$ cat config.mk
export PLATFORM = sky130hd
export DESIGN_NAME = tpcs_top
export DESIGN_NICKNAME = d
export VERILOG_FILES = /design/src/hw/tpcs_pkg.sv /design/src/hw/tpcs_conv_if.sv /design/src/hw/tpcs_conv.sv /design/src/hw/tpcs_top.sv
export VERILOG_INCLUDE_DIRS = /design/src /design/src/hw
export SDC_FILE = /design/constraint.sdc
export NUM_CORES = 1
export LEC_CHECK = 0
export BUFFER_PORTS_ARGS = -buffer_cell sky130_fd_sc_hd__buf_2
export CORE_ASPECT_RATIO = 0.5
export CORE_MARGIN = 4
export CORE_UTILIZATION = 50
export CTS_BUF_LIST = sky130_fd_sc_hd__clkbuf_16
export DETAILED_ROUTE_END_ITERATION = 7
export MAX_ROUTING_LAYER = met4
export PLACE_DENSITY = 0.74
export SLEW_MARGIN = 25
export SYNTH_ARGS = -nofsm -noshare
export SYNTH_HDL_FRONTEND = slang
export SYNTH_SLANG_ARGS = --single-unit
$ cat constraint.sdc
create_clock -name clock -period 2.69 [get_ports clock]
set_input_delay 0.1345 -clock clock [delete_from_list [all_inputs] [get_ports clock]]
set_output_delay 0.1345 -clock clock [all_outputs]
set_load 0.02 [all_outputs]
$ cat src/hw/tpcs_params.svh
// Purpose: constants of the touch panel conversion sequencer
// Assumes: 20 MHz clock, APB with 32-bit data
// Notes: offsets are byte addresses of aligned words
`ifndef TPCS_PARAMS_SVH
`define TPCS_PARAMS_SVH

`define TPCS_OFF_CTRL 8'h00
`define TPCS_OFF_DELAY 8'h04
`define TPCS_OFF_STAT 8'h08
`define TPCS_OFF_MASK 8'h0c
`define TPCS_OFF_RES_Y 8'h10
`define TPCS_OFF_RES_X 8'h14
`define TPCS_OFF_RES_PA 8'h18
`define TPCS_OFF_RES_PB 8'h1c
`define TPCS_OFF_RES_AUX 8'h20

// control word fields
`define TPCS_CTRL_MODE_LSB 0
`define TPCS_CTRL_CHAN_LSB 2
`define TPCS_CTRL_GO_BIT 5
`define TPCS_CTRL_DRV_BIT 6
`define TPCS_CTRL_RES_LSB 8
`define TPCS_CTRL_RST 16'h0000

// delay word fields: stabilise, precharge, sense, in delay units
`define TPCS_DLY_STAB_LSB 0
`define TPCS_DLY_PRE_LSB 8
`define TPCS_DLY_SNS_LSB 16
`define TPCS_DLY_RST 24'h040404

// status and mask bits
`define TPCS_ST_DONE 0
`define TPCS_ST_TOUCH 1

// timing
`define TPCS_CLK_NS 50
`define TPCS_DLY_UNIT_NS 800
`define TPCS_DLY_UNIT_CYC ((`TPCS_DLY_UNIT_NS + `TPCS_CLK_NS - 1) / `TPCS_CLK_NS)

`endif

$ cat src/hw/tpcs_pkg.sv
// Purpose: types of the touch panel conversion sequencer
// Assumes: constants live in tpcs_params.svh
// Notes: none
package tpcs_pkg;
  typedef enum logic [1:0] {
    TPCS_MODE_TOUCH = 2'b00,
    TPCS_MODE_PEN = 2'b01,
    TPCS_MODE_HOST = 2'b10,
    TPCS_MODE_HOST2 = 2'b11
  } tpcs_mode_e;

  typedef enum logic [2:0] {
    TPCS_CH_Y = 3'b000,
    TPCS_CH_X = 3'b001,
    TPCS_CH_PA = 3'b010,
    TPCS_CH_PB = 3'b011,
    TPCS_CH_AUX = 3'b100
  } tpcs_chan_e;

  typedef enum logic [2:0] {
    TPCS_SQ_MON = 3'b000,
    TPCS_SQ_CONV = 3'b001,
    TPCS_SQ_PRE = 3'b010,
    TPCS_SQ_SNS = 3'b011,
    TPCS_SQ_DRV = 3'b100
  } tpcs_seq_e;

  typedef enum logic [1:0] {
    TPCS_CV_IDLE = 2'b00,
    TPCS_CV_WAIT = 2'b01,
    TPCS_CV_RUN = 2'b10
  } tpcs_cv_e;
endpackage

$ cat src/hw/tpcs_conv_if.sv
// Purpose: request and answer between sequencer and conversion unit
// Assumes: one clock domain
// Notes: req and done are one-cycle pulses
`timescale 1ns/1ps
interface tpcs_conv_if #(parameter int DW = 12);
  logic req;
  logic abort;
  logic [7:0] dly;
  logic done;
  logic [DW-1:0] data;
  modport seq (output req, output abort, output dly, input done,
               input data);
  modport conv (input req, input abort, input dly, output done,
                output data);
endinterface

$ cat src/hw/tpcs_conv.sv
// Purpose: settling wait then one converter start and result capture
// Assumes: adc_done pulses once per adc_start
// Notes: dly of zero starts the converter two cycles after req
`timescale 1ns/1ps
`include "tpcs_params.svh"
module tpcs_conv #(
  parameter int DW = 12,
  parameter int UNIT = `TPCS_DLY_UNIT_CYC
) (
  // clock and reset
  input wire logic clock,
  input wire logic rst_n,
  // sequencer side
  tpcs_conv_if.conv cv,
  // converter core
  output logic adc_start,
  input wire logic adc_done,
  input wire logic [DW-1:0] adc_data
);
  if (UNIT < 1 || UNIT > 255) begin : g_unit_chk
    $error("tpcs_conv: UNIT out of range");
  end

  tpcs_pkg::tpcs_cv_e state_q;
  logic [15:0] cnt_q;
  logic [15:0] tgt_q;
  logic [15:0] wait_len_q;
  logic [DW-1:0] data_q;
  logic done_q;
  logic start_q;
  wire [15:0] wait_cycles = 16'(cv.dly) * 16'(UNIT);

  assign cv.done = done_q;
  assign cv.data = data_q;
  assign adc_start = start_q;

  always_ff @(posedge clock or negedge rst_n) begin
    if (!rst_n) begin
      state_q <= tpcs_pkg::TPCS_CV_IDLE;
      cnt_q <= 16'h0000;
      tgt_q <= 16'h0000;
      data_q <= '0;
      done_q <= 1'b0;
      start_q <= 1'b0;
    end else begin
      done_q <= 1'b0;
      start_q <= 1'b0;
      if (cv.abort) begin
        state_q <= tpcs_pkg::TPCS_CV_IDLE;
      end else begin
        case (state_q)
          tpcs_pkg::TPCS_CV_IDLE: begin
            if (cv.req) begin
              cnt_q <= wait_cycles;
              tgt_q <= wait_cycles;
              state_q <= tpcs_pkg::TPCS_CV_WAIT;
            end
          end
          // panel settles with drivers on before sampling
          tpcs_pkg::TPCS_CV_WAIT: begin
            if (cnt_q == 16'h0000) begin
              start_q <= 1'b1;
              state_q <= tpcs_pkg::TPCS_CV_RUN;
            end else begin
              cnt_q <= cnt_q - 16'h0001;
            end
          end
          tpcs_pkg::TPCS_CV_RUN: begin
            if (adc_done) begin
              data_q <= adc_data;
              done_q <= 1'b1;
              state_q <= tpcs_pkg::TPCS_CV_IDLE;
            end
          end
          default: state_q <= tpcs_pkg::TPCS_CV_IDLE;
        endcase
      end
    end
  end

  // helper: cycles spent waiting
  always_ff @(posedge clock or negedge rst_n) begin
    if (!rst_n) begin
      wait_len_q <= 16'h0000;
    end else if (state_q == tpcs_pkg::TPCS_CV_WAIT) begin
      wait_len_q <= wait_len_q + 16'h0001;
    end else begin
      wait_len_q <= 16'h0000;
    end
  end
endmodule

$ cat src/hw/tpcs_top.sv
// Purpose: four-wire resistive panel sequencer with APB registers
// Assumes: touch_sense is low while the pen pulls the X+ line down
// Notes: APB answers in the cycle after setup, no wait states
//
// The register offsets and the APB interface to the registers were decided locally.
`timescale 1ns/1ps
`include "tpcs_params.svh"
module tpcs_top #(
  parameter int DW = 12
) (
  // clock and resets
  input wire logic clock,
  input wire logic rst_n,
  input wire logic panel_reset,
  // apb slave
  input wire logic psel,
  input wire logic penable,
  input wire logic pwrite,
  input wire logic [7:0] paddr,
  input wire logic [31:0] pwdata,
  output logic [31:0] prdata,
  output logic pready,
  output logic pslverr,
  // panel drivers and sense
  input wire logic touch_sense,
  output logic xp_to_supply,
  output logic xm_to_ground,
  output logic yp_to_supply,
  output logic ym_to_ground,
  output logic pen_pullup_en,
  output logic precharge_en,
  output logic [2:0] mux_sel,
  // converter core
  output logic adc_start,
  output logic [1:0] adc_res,
  input wire logic adc_done,
  input wire logic [DW-1:0] adc_data,
  // status outputs
  output logic result_ready_n,
  output logic touch_irq_n,
  output logic irq
);
  if (DW < 8 || DW > 16) begin : g_dw_chk
    $error("tpcs_top: DW must be 8 to 16");
  end

  tpcs_conv_if #(.DW(DW)) cvi ();

  tpcs_conv #(.DW(DW)) u_conv (
    .clock(clock),
    .rst_n(rst_n),
    .cv(cvi.conv),
    .adc_start(adc_start),
    .adc_done(adc_done),
    .adc_data(adc_data)
  );

  // panel switch pattern per channel
  function automatic logic [5:0] drive_of(input tpcs_pkg::tpcs_chan_e ch);
    case (ch)
      // {xp, xm, yp, ym, mux}: mux 0 senses X+, 1 Y+, 2 Y-, 3 aux
      tpcs_pkg::TPCS_CH_Y: drive_of = {4'b0011, 2'd0};
      tpcs_pkg::TPCS_CH_X: drive_of = {4'b1100, 2'd1};
      tpcs_pkg::TPCS_CH_PA: drive_of = {4'b0110, 2'd0};
      tpcs_pkg::TPCS_CH_PB: drive_of = {4'b0110, 2'd2};
      default: drive_of = {4'b0000, 2'd3};
    endcase
  endfunction

  // registers
  logic [15:0] ctrl_q;
  logic [23:0] dly_q;
  logic [1:0] stat_q;
  logic [1:0] mask_q;
  logic [15:0] res_q [5];
  logic [4:0] new_q;
  tpcs_pkg::tpcs_seq_e seq_q;
  logic [2:0] chan_q;
  logic [1:0] idx_q;
  logic [11:0] tcnt_q;
  logic touched_q;
  logic [31:0] prdata_q;
  logic pready_q;
  logic pslverr_q;
  logic [5:0] drv_q;
  logic pen_q;
  logic pre_q;
  logic req_q;
  logic irqn_q;
  logic irq_q;
  logic rdy_n_q;

  // bus decode
  wire setup = psel && !penable;
  wire acc = psel && penable && pready_q;
  wire wr = acc && pwrite;
  wire rd = acc && !pwrite;
  wire hit_ctrl = paddr == `TPCS_OFF_CTRL;
  wire hit_dly = paddr == `TPCS_OFF_DELAY;
  wire hit_stat = paddr == `TPCS_OFF_STAT;
  wire hit_mask = paddr == `TPCS_OFF_MASK;
  wire [7:0] res_off = paddr - `TPCS_OFF_RES_Y;
  wire hit_res = paddr >= `TPCS_OFF_RES_Y && paddr <= `TPCS_OFF_RES_AUX &&
                 paddr[1:0] == 2'b00;
  wire [2:0] res_idx = res_off[4:2];
  wire mapped = hit_ctrl || hit_dly || hit_stat || hit_mask || hit_res;
  wire [31:0] rd_mux = hit_ctrl ? {16'h0000, ctrl_q} :
                       hit_dly ? {8'h00, dly_q} :
                       hit_stat ? {30'h0, stat_q} :
                       hit_mask ? {30'h0, mask_q} :
                       hit_res ? {16'h0000, res_q[res_idx]} : 32'h0;

  // host command fields; go is a write-only strobe
  wire go = wr && hit_ctrl && pwdata[`TPCS_CTRL_GO_BIT];
  wire drv_only = pwdata[`TPCS_CTRL_DRV_BIT];
  wire [2:0] cmd_chan = pwdata[`TPCS_CTRL_CHAN_LSB +: 3];
  wire [1:0] mode = ctrl_q[`TPCS_CTRL_MODE_LSB +: 2];
  wire [1:0] cmd_mode = pwdata[`TPCS_CTRL_MODE_LSB +: 2];
  wire host_mode = cmd_mode[1];
  wire [7:0] stab = dly_q[`TPCS_DLY_STAB_LSB +: 8];
  wire [11:0] pre_cyc = 12'(dly_q[`TPCS_DLY_PRE_LSB +: 8]) *
                        12'(`TPCS_DLY_UNIT_CYC);
  wire [11:0] sns_cyc = 12'(dly_q[`TPCS_DLY_SNS_LSB +: 8]) *
                        12'(`TPCS_DLY_UNIT_CYC);
  wire pen_down = !touch_sense;
  wire touch_evt = seq_q == tpcs_pkg::TPCS_SQ_MON && pen_down && !touched_q;
  wire auto_start = mode == tpcs_pkg::TPCS_MODE_TOUCH && touch_evt;
  wire pen_start = go && cmd_mode == tpcs_pkg::TPCS_MODE_PEN;
  wire host_go = go && host_mode && seq_q != tpcs_pkg::TPCS_SQ_CONV;
  wire last_pos = idx_q == 2'd3;
  wire [4:0] done_bit = cvi.done ? 5'(5'b00001 << chan_q) : 5'b00000;
  wire [4:0] rd_clr = (rd && hit_res) ? 5'(5'b00001 << res_idx) : 5'b00000;

  assign cvi.req = req_q;
  assign cvi.abort = panel_reset;
  assign cvi.dly = mode[1] ? 8'h00 : stab;

  // apb slave: capture in setup, answer in access
  always_ff @(posedge clock or negedge rst_n) begin
    if (!rst_n) begin
      prdata_q <= 32'h0;
      pready_q <= 1'b0;
      pslverr_q <= 1'b0;
    end else begin
      pready_q <= setup;
      if (setup) begin
        prdata_q <= pwrite ? 32'h0 : rd_mux;
        pslverr_q <= !mapped;
      end
    end
  end

  // software registers; hardware set wins over write-one clear
  always_ff @(posedge clock or negedge rst_n) begin
    if (!rst_n) begin
      ctrl_q <= `TPCS_CTRL_RST;
      dly_q <= `TPCS_DLY_RST;
      stat_q <= 2'b00;
      mask_q <= 2'b00;
    end else begin
      if (wr && hit_ctrl) begin
        ctrl_q <= pwdata[15:0] & 16'hff9f;
      end
      if (wr && hit_dly) begin
        dly_q <= pwdata[23:0];
      end
      if (wr && hit_mask) begin
        mask_q <= pwdata[1:0];
      end
      stat_q <= (stat_q & ~((wr && hit_stat) ? pwdata[1:0] : 2'b00)) |
                {touch_evt, cvi.done};
    end
  end

  // results and data-available tracking
  always_ff @(posedge clock or negedge rst_n) begin
    if (!rst_n) begin
      for (int i = 0; i < 5; i++) begin
        res_q[i] <= 16'h0000;
      end
      new_q <= 5'b00000;
    end else if (panel_reset) begin
      new_q <= 5'b00000;
    end else begin
      if (cvi.done) begin
        res_q[chan_q] <= 16'(cvi.data);
      end
      new_q <= (new_q & ~rd_clr) | done_bit;
    end
  end

  // sequencer
  always_ff @(posedge clock or negedge rst_n) begin
    if (!rst_n) begin
      seq_q <= tpcs_pkg::TPCS_SQ_MON;
      chan_q <= 3'd0;
      idx_q <= 2'd0;
      tcnt_q <= 12'h000;
      req_q <= 1'b0;
      touched_q <= 1'b0;
    end else if (panel_reset) begin
      seq_q <= tpcs_pkg::TPCS_SQ_MON;
      req_q <= 1'b0;
      touched_q <= 1'b0;
    end else begin
      req_q <= 1'b0;
      if (seq_q == tpcs_pkg::TPCS_SQ_MON) begin
        touched_q <= pen_down;
      end
      case (seq_q)
        tpcs_pkg::TPCS_SQ_MON, tpcs_pkg::TPCS_SQ_DRV: begin
          if (host_go && drv_only) begin
            chan_q <= cmd_chan;
            seq_q <= tpcs_pkg::TPCS_SQ_DRV;
          end else if (host_go) begin
            chan_q <= cmd_chan;
            req_q <= 1'b1;
            seq_q <= tpcs_pkg::TPCS_SQ_CONV;
          end else if (auto_start || pen_start) begin
            chan_q <= 3'(tpcs_pkg::TPCS_CH_Y);
            idx_q <= 2'd0;
            req_q <= 1'b1;
            seq_q <= tpcs_pkg::TPCS_SQ_CONV;
          end
        end
        tpcs_pkg::TPCS_SQ_CONV: begin
          if (cvi.done && mode[1]) begin
            seq_q <= tpcs_pkg::TPCS_SQ_MON;
          end else if (cvi.done && !last_pos) begin
            idx_q <= idx_q + 2'd1;
            chan_q <= {1'b0, idx_q + 2'd1};
            req_q <= 1'b1;
          end else if (cvi.done) begin
            tcnt_q <= pre_cyc;
            seq_q <= tpcs_pkg::TPCS_SQ_PRE;
          end
        end
        tpcs_pkg::TPCS_SQ_PRE: begin
          if (tcnt_q == 12'h000) begin
            tcnt_q <= sns_cyc;
            seq_q <= tpcs_pkg::TPCS_SQ_SNS;
          end else begin
            tcnt_q <= tcnt_q - 12'h001;
          end
        end
        tpcs_pkg::TPCS_SQ_SNS: begin
          if (tcnt_q != 12'h000) begin
            tcnt_q <= tcnt_q - 12'h001;
          end else if (pen_down && mode == tpcs_pkg::TPCS_MODE_TOUCH) begin
            chan_q <= 3'(tpcs_pkg::TPCS_CH_Y);
            idx_q <= 2'd0;
            req_q <= 1'b1;
            seq_q <= tpcs_pkg::TPCS_SQ_CONV;
          end else begin
            touched_q <= pen_down; // no new edge while still held
            seq_q <= tpcs_pkg::TPCS_SQ_MON;
          end
        end
        default: seq_q <= tpcs_pkg::TPCS_SQ_MON;
      endcase
    end
  end

  // panel switch and status outputs, all registered
  wire conv_like = seq_q == tpcs_pkg::TPCS_SQ_CONV ||
                   seq_q == tpcs_pkg::TPCS_SQ_DRV;
  wire [5:0] drv_d = conv_like ? drive_of(tpcs_pkg::tpcs_chan_e'(chan_q)) :
                     6'b000011;
  wire mon = seq_q == tpcs_pkg::TPCS_SQ_MON;
  wire sensing = mon || seq_q == tpcs_pkg::TPCS_SQ_SNS;

  always_ff @(posedge clock or negedge rst_n) begin
    if (!rst_n) begin
      drv_q <= 6'b000000;
      pen_q <= 1'b0;
      pre_q <= 1'b0;
      irqn_q <= 1'b1;
      irq_q <= 1'b0;
      rdy_n_q <= 1'b1;
    end else if (panel_reset) begin
      drv_q <= 6'b000000;
      pen_q <= 1'b0;
      pre_q <= 1'b0;
      irqn_q <= 1'b1;
      irq_q <= 1'b0;
      rdy_n_q <= 1'b1;
    end else begin
      // only Y- is on while monitoring or precharging is off
      drv_q <= seq_q == tpcs_pkg::TPCS_SQ_PRE ? 6'b000000 :
               sensing ? 6'b000100 : drv_d;
      pen_q <= sensing;
      pre_q <= seq_q == tpcs_pkg::TPCS_SQ_PRE;
      irqn_q <= !(mon && pen_down);
      irq_q <= |(stat_q & mask_q);
      rdy_n_q <= ~|((new_q & ~rd_clr) | done_bit);
    end
  end

  assign {xp_to_supply, xm_to_ground, yp_to_supply, ym_to_ground} =
         drv_q[5:2];
  assign mux_sel = {1'b0, drv_q[1:0]};
  assign pen_pullup_en = pen_q;
  assign precharge_en = pre_q;
  assign touch_irq_n = irqn_q;
  assign irq = irq_q;
  assign result_ready_n = rdy_n_q;
  assign adc_res = ctrl_q[`TPCS_CTRL_RES_LSB +: 2];
  assign prdata = prdata_q;
  assign pready = pready_q;
  assign pslverr = pslverr_q;
endmodule

==> impl_metrics.ini, run 1 <==
[synth]
synth-seq-area-share = 0.518
netlist_top_cells_area = sky130_fd_sc_hd__dfrtp_1 (50%), sky130_fd_sc_hd__mux2_2 (14%), sky130_fd_sc_hd__nor2_1 (2.2%)
syn_inst = 858
synth_most_common_cell = sky130_fd_sc_hd__dfrtp_1
postSynth.asyncResetShare = 1.00
synth_area_per_cell_um2 = 11.2
post-synth-top-area-cell = sky130_fd_sc_hd__dfrtp_1
synthDistinctLibCells = 76
synth_area_um2 = 9570
yosysWarningCount = 0
dominantRegCellSynth = sky130_fd_sc_hd__dfrtp_1
number_of_synthesized_flops_with_an_enable_pin = 0
ys_top_cells_by_count = sky130_fd_sc_hd__dfrtp_1 (193), sky130_fd_sc_hd__mux2_2 (117), sky130_fd_sc_hd__nor2_1 (57)
post-synth-top-area-fraction = 0.505
synth-seq-cells = 198

[timing]
max_clock_freq_mhz = 395
relSlewSlack = 0.463
final_hold_viol_count = 0
totalNegativeSetupSlack_ps = 0
final_max_slew_viol_count = 0
min_period_ps = 2530
timing_worst_slew_pin_value_ps = 803
rsz0062_at_grt = false
setup-violations-final = 0
fin_skew_ps = 15.5
timing.final.crit_share = 0.942

[global_route]
grt.met2_usage = 0.371
overflow = 0
track_usage = 0.236
grt_first_pass_wirelength_um = 39800
global_route.usage.met3 = 0.0461
busiest_layer = met2
met1_usage = 0.323
maximum_number_of_pins_on_one_net_before_global_route_repair = 79
via_count_of_the_first_global_routing_pass = 7375
initial_antenna_violation_count = 0

[drt]
vias_per_cell = 5.98
via_count = 7493
detailed_router_s_first_iteration_violation_count = 540
drt-wirelength-per-cell_um = 19.2
wirelength_um = 24100
antenna_left = 0
drcViolationCount = 0
firstDrtPassIters = 6

[setup_path]
r2r_setup_slack_ps = 160
critical_path.startpoint_type = register
path_class = register to register
required_ps = 3020
worstSetupEndpointType = register
critical_path.reg2reg.startpoint = tcnt_q[0]
timing.reg2reg.worst_path_depth = 7
reg2reg_to = chan_q[1]
worstPathMaxFanout = 4
critical_path_arrival_ps = 2860

[layout]
num-fill-cells = 1503
multiInputGateArea_um2 = 4330
num_antenna_cells = 0
final_core_utilization = 0.611
layout_area_growth_over_synthesis_pct = 18.8
storage_element_area_um2 = 4960
final_net_count = 1044
share_of_cells_above_drive_strength_1 = 0.296
design_area_um2 = 11400

[hold_path]
hold-path-cell-count = 2
worst_hold_startpoint = pwdata[5]
worst_hold_path_type = input port to register
destination_of_the_worst_hold_path = dly_q[5]

[clock_tree]
clkSinkCount = 198
clk-insertion-delay-late_ps = 450
clkTransAtPathRegs_ps = 80
tritoncts = yes
htreeDepth = 4
clockBufferDepth = 2
cts_setup_buffers = 0
cts_inserted_buffers = 17
cts-root-buf = sky130_fd_sc_hd__clkbuf_16

[placement]
gp_congestion = 0.964
placedInstanceArea_um2 = 10400
dp_hpwl_um = 16600
port_buffers = 91

[floorplanning]
fp.coreArea_um2 = 18600
die_x_um = 204
fp.dieH_um = 106
ports_placed_on_the_boundary = 109
floorplan_row_count = 35
die_area_um2 = 21600
initial_utilization = 0.514

[power_and_ir_drop]
clockPowerShare = 0.363
net-switching-power_mw = 2.30
share_comb_of_total_power = 0.165
netSwitchingFraction = 0.318
power.leakage_nw = 5.45
powerDensity_nw_per_um2 = 637
internal_power_mw = 4.94
vdd_ir_drop_max_mv = 0.446
power.share.sequential = 0.472

[job]
number_of_max_cap_violations = 0

[outcome]
result_of_the_run = finished clean
-- final cells by class --
class / count / share of cell area
clock buffer: 17 / 0.0374
clock inverter: 15 / 0.0166
inverter: 14 / 0.00462
multi-input combinational: 590 / 0.381
sequential: 198 / 0.436
tap: 259 / 0.0285
timing repair buffer: 159 / 0.0959
-- cells by family after synthesis --
kind of cell,share of synthesized area
AO/OA/AOI/OAI,0.130
XOR/XNOR,0.00641
adder cells (fa/ha/maj),0.00523
buffers and inverters,0.0354
flip-flops,0.518
multiplexers,0.163
other,0.000392
AND/OR/NAND/NOR,0.141
-- worst max-delay path by stage --
stage               slack (ps)  depth (start not counted)        end       from
floorplan                  210                          8  chan_q[1]  tcnt_q[0]
global placement           210                          7  chan_q[1]  tcnt_q[0]
detailed placement         160                          7  chan_q[1]  tcnt_q[0]
CTS                        140                          7  chan_q[1]  tcnt_q[0]
global route                 3                          8  tcnt_q[5]  tcnt_q[1]
finish                     160                          7  chan_q[1]  tcnt_q[0]
-- routing by layer --
metal,up-vias,part of all wire
met2,247,0.48
met4,0,0.012
met3,28,0.054
met5,-,0
met1,3800,0.46
li1,3418,-
-- worst max-delay path, stage by stage (launching register included) --
cell and delay, ps:
sky130_fd_sc_hd__dfrtp_1 400, sky130_fd_sc_hd__inv_1 90, sky130_fd_sc_hd__ha_1 140, sky130_fd_sc_hd__or4b_1 490
sky130_fd_sc_hd__or4_4 500, sky130_fd_sc_hd__nor3_4 260, sky130_fd_sc_hd__a2bb2oi_4 210, sky130_fd_sc_hd__mux2_1 340
-- timing repair --
| action | 4_1_cts | 5_1_grt |
|---|---|---|
| gates resized for setup | 0 | 1 |
| hold buffers | 36 | 0 |
| endpoints found under the hold margin | 120 | 0 |
| setup endpoints to repair | 0 | 1 |
-- state kept, by name, summed over array words and instances, names as in the netlist, 2 cells and up --
name and flops:
ctrl_q 14, u_conv.cv.data 12, chan_q 3, res_q 60, new_q 5, drv_q 6, u_conv.cnt_q 16, prdata 24
stat_q 2, mask_q 2, seq_q 3, idx_q 2, dly_q 24, u_conv.state_q 2, tcnt_q 12
-- power by group through the flow --
stage | clock, mW | combinational [mW] | sequential (mW)
floorplan | 0 | 0.743 | 3.41
global placement | 0 | 1.10 | 3.45
detailed placement | 0 | 1.13 | 3.47
CTS | 2.67 | 1.17 | 3.41
global route | 2.81 | 1.33 | 3.45
finish | 2.63 | 1.19 | 3.42
-- cell usage in the layout (no fill, tap or decap), types with 5 or more instances in the layout --
cell type	instances
sky130_fd_sc_hd__nor3b_1	9
sky130_fd_sc_hd__inv_6	5
sky130_fd_sc_hd__dfstp_2	5
sky130_fd_sc_hd__buf_4	30
sky130_fd_sc_hd__a221oi_1	10
sky130_fd_sc_hd__nor4_1	14
sky130_fd_sc_hd__or3_1	10
sky130_fd_sc_hd__a21oi_1	32
sky130_fd_sc_hd__o31ai_1	6
sky130_fd_sc_hd__o22ai_1	9
sky130_fd_sc_hd__nand2_1	43
sky130_fd_sc_hd__nor3_1	21
sky130_fd_sc_hd__and2_1	5
sky130_fd_sc_hd__clkinv_8	5
sky130_fd_sc_hd__dfrtp_1	193
sky130_fd_sc_hd__mux2_2	117
sky130_fd_sc_hd__dlygate4sd3_1	36
sky130_fd_sc_hd__o21ai_0	40
sky130_fd_sc_hd__a211oi_1	7
sky130_fd_sc_hd__nor2b_1	8
sky130_fd_sc_hd__or4_1	11
sky130_fd_sc_hd__nor2_1	57
sky130_fd_sc_hd__a22o_1	11
sky130_fd_sc_hd__a21o_1	6
sky130_fd_sc_hd__nand2b_1	10
sky130_fd_sc_hd__inv_1	11
sky130_fd_sc_hd__clkbuf_16	17
sky130_fd_sc_hd__conb_1	9
sky130_fd_sc_hd__buf_2	90
sky130_fd_sc_hd__a31oi_1	9
sky130_fd_sc_hd__a2bb2oi_1	7
sky130_fd_sc_hd__nand3_1	21
sky130_fd_sc_hd__mux2i_1	21
sky130_fd_sc_hd__a22oi_1	13
-- stage by stage --
| stage | cells | total power [mW] | setup WS [ps] | hold WS, ps |
|---|---|---|---|---|
| floorplan | 866 | 4.15 | 206 | -161 |
| global placement | 1184 | 4.55 | 208 | 194 |
| detailed placement | 1184 | 4.59 | 155 | 208 |
| CTS | 1252 | 7.25 | 138 | 10.7 |
| global route | 1252 | 7.59 | 2.82 | 23.1 |
| finish | 1252 | 7.24 | 156 | 26.0 |
No activity file was read; power rests on OpenSTA's default activity.
==> inputs of run 2 (changes only) <==
--- a/config.mk
+++ b/config.mk
@@ -6,6 +6,7 @@
 export SDC_FILE = /design/constraint.sdc
 export NUM_CORES = 1
 export LEC_CHECK = 0
+export ABC_AREA = 1
 export BUFFER_PORTS_ARGS = -buffer_cell sky130_fd_sc_hd__buf_2
 export CORE_ASPECT_RATIO = 0.5
 export CORE_MARGIN = 4
@@ -17,4 +18,5 @@
 export SLEW_MARGIN = 25
 export SYNTH_ARGS = -nofsm -noshare
 export SYNTH_HDL_FRONTEND = slang
+export SYNTH_HIERARCHICAL = 1
 export SYNTH_SLANG_ARGS = --single-unit
==> constraint.sdc (replaced) <==
create_clock -name clock -period 2.5 [get_ports clock]
set_input_delay 0.125 -clock clock [delete_from_list [all_inputs] [get_ports clock]]
set_output_delay 0.125 -clock clock [all_outputs]
set_load 0.02 [all_outputs]
==> impl_metrics.ini, run 2 <==
[setup_path]
timing.reg2reg.worst_path_depth = 4
required_ps = 2850
reg2reg_to = res_q[66]
crit_path_top_delay_cell = sky130_fd_sc_hd__dfrtp_1
critical_path.startpoint_type = register
path_class = register to register
cp_top_family = simple AND/OR/NAND/NOR gates
worstSetupEndpointType = register
critical_path.reg2reg.startpoint = u_conv/cv.done
r2r_setup_slack_ps = 470
cp_peak_stage_delay_ps = 540
crit_chain = inv_2 -> nor2_1 -> nand2_1 -> o21ai_0
worstPathMaxFanout = 24
critical_path_arrival_ps = 2370
worstPathBufferInverterCount = 1

[timing]
setup-violations-final = 0
fin_skew_ps = 12.2
max_clock_freq_mhz = 493
final.hold.worst_slack_ps = 49.3
final_hold_viol_count = 0
rsz0062_at_grt = false
min_period_ps = 2030
final_max_slew_viol_count = 0
timing_worst_slew_pin_value_ps = 799
relSlewSlack = 0.466
timing.final.crit_share = 0.811
totalNegativeSetupSlack_ps = 0

[global_route]
via_count_of_the_first_global_routing_pass = 8427
initial_antenna_violation_count = 0
overflow = 0
track_usage = 0.243
grt_first_pass_wirelength_um = 42900
maximum_number_of_pins_on_one_net_before_global_route_repair = 73

[floorplanning]
die_x_um = 208
die_area_um2 = 22400
initial_utilization = 0.511
floorplan_row_count = 36
ports_placed_on_the_boundary = 109
fp.dieH_um = 108
fp.coreArea_um2 = 19500

[clock_tree]
clk-insertion-delay-late_ps = 450
post_cts_resized = 0
htreeDepth = 4
clkSinkCount = 198
clockBufferDepth = 2
clkTransAtPathRegs_ps = 80
cts-root-buf = sky130_fd_sc_hd__clkbuf_16
tritoncts = yes
cts_inserted_buffers = 17

[placement]
gp_congestion = 0.948
placedInstanceArea_um2 = 10600
port_buffers = 91
dp_hpwl_um = 18000

[layout]
share_of_cells_above_drive_strength_1 = 0.149
final_core_utilization = 0.595
largest_register_ff_count = 60
mostFrequentLayoutCell = sky130_fd_sc_hd__nand2_1
layout_area_growth_over_synthesis_pct = 16.4
mostFrequentLayoutCells = sky130_fd_sc_hd__nand2_1 (361), sky130_fd_sc_hd__dfrtp_1 (193), sky130_fd_sc_hd__o21ai_0 (128)
num_antenna_cells = 0
design_area_um2 = 11600
max_flop_register = res_q
final_net_count = 1451

[synth]
post-synth-top-area-cell = sky130_fd_sc_hd__dfrtp_1
ys_top_cells_by_count = sky130_fd_sc_hd__nand2_1 (361), sky130_fd_sc_hd__dfrtp_1 (193), sky130_fd_sc_hd__o21ai_0 (128)
synthDistinctLibCells = 50
synth_area_um2 = 9970
synth-seq-cells = 198
yosysWarningCount = 6
synth-seq-area-share = 0.498
netlist_top_cells_area = sky130_fd_sc_hd__dfrtp_1 (48%), sky130_fd_sc_hd__nand2_1 (14%), sky130_fd_sc_hd__o21ai_0 (6.4%)
postSynth.asyncResetShare = 1.00
dominantRegCellSynth = sky130_fd_sc_hd__dfrtp_1
synth_most_common_cell = sky130_fd_sc_hd__nand2_1
syn_inst = 1265
synth_area_per_cell_um2 = 7.88
number_of_synthesized_flops_with_an_enable_pin = 0
post-synth-top-area-fraction = 0.484

[job]
number_of_max_cap_violations = 0

[hold_path]
worst_hold_path_type = input port to register
destination_of_the_worst_hold_path = ctrl_q[1]
hold-path-cell-count = 3
worst_hold_startpoint = pwdata[1]

[drt]
detailed_router_s_first_iteration_violation_count = 778
drt-wirelength-per-cell_um = 15.3
antenna_left = 0
vias_per_cell = 5.25
wirelength_um = 25500
firstDrtPassIters = 5
drcViolationCount = 0
via_count = 8750

[power_and_ir_drop]
vdd_ir_drop_max_mv = 0.442
power.leakage_nw = 5.81
powerDensity_nw_per_um2 = 551

[outcome]
result_of_the_run = finished clean
-- run 2: cell types whose count changed after synthesis, moves of 11 or more --
cell	change
sky130_fd_sc_hd__clkbuf_1	-23
sky130_fd_sc_hd__nor2_1	+69
sky130_fd_sc_hd__a21oi_1	+14
sky130_fd_sc_hd__mux2i_1	-21
sky130_fd_sc_hd__nand3_1	+48
sky130_fd_sc_hd__mux2_2	-113
sky130_fd_sc_hd__nand2_1	+318
sky130_fd_sc_hd__nor4_1	-13
sky130_fd_sc_hd__o21ai_1	+13
sky130_fd_sc_hd__inv_1	+111
sky130_fd_sc_hd__or4_1	-11
sky130_fd_sc_hd__nand4_1	+11
sky130_fd_sc_hd__o21ai_0	+88
-- run 2: stage by stage --
| stage | setup slack, ps | power (mW) | cells |
|---|---|---|---|
| floorplan | 813 | 3.51 | 1273 |
| global placement | 574 | 3.69 | 1596 |
| detailed placement | 523 | 3.69 | 1596 |
| CTS | 452 | 6.44 | 1666 |
| global route | 293 | 6.64 | 1666 |
| finish | 473 | 6.40 | 1666 |
-- run 2: cells by family (layout without fill, tap and decap cells) --
family | count (synthesis) | count (layout) | share of synthesized area
XOR/XNOR | 9 | 9 | 0.00791
multiplexers | 4 | 4 | 0.00452
flip-flops | 198 | 198 | 0.498
buffers and inverters | 188 | 315 | 0.0825
adder cells (fa/ha/maj) | 4 | 4 | 0.00502
other | 1 | 9 | 0.000376
AO/OA/AOI/OAI | 229 | 229 | 0.127
AND/OR/NAND/NOR | 632 | 632 | 0.275
-- run 2: final cells by class --
cell class	instances	area [µm²]
clock buffer	17	425
clock inverter	15	145
fill	1728	7900
inverter	136	515
multi-input combinational	887	4220
sequential	198	4960
tap	266	333
timing repair buffer	147	1000
-- run 2: repair_timing --
item,in CTS,in global routing
setup buffers,0,0
endpoints found under the hold margin,111,0
hold buffers,38,0
-- run 2: worst max-delay path by stage --
stage / start / to / cells after the start
after floorplan: tcnt_q[1] / tcnt_q[4] / 9
after global placement: paddr[2] / dly_q[22] / 9
after detailed placement: u_conv/cv.done / res_q[69] / 4
after CTS: u_conv/cv.done / res_q[66] / 4
after global routing: tcnt_q[1] / chan_q[1] / 11
final: u_conv/cv.done / res_q[66] / 4
-- run 2: per-layer routing --
metal  vias to the layer above  global-route usage  wire length (µm)
met4                         0              0.0632               397
met2                       283               0.383             11800
met1                      4140               0.332             11800
met3                        37              0.0422              1510
li1                       4290                   -                 -
met5                         -                   -                 0
-- run 2: worst min-delay path, cell delays in order --
cell and delay, ps:
sky130_fd_sc_hd__buf_2 130, sky130_fd_sc_hd__nand3_1 120, sky130_fd_sc_hd__o21ai_0 90
-- run 2: power by group --
group	switching, mW	internal (mW)	total, mW
Clock	1.32	1.40	2.72
Sequential	0.0168	3.22	3.24
Combinational	0.285	0.154	0.439
Total	1.62	4.78	6.40
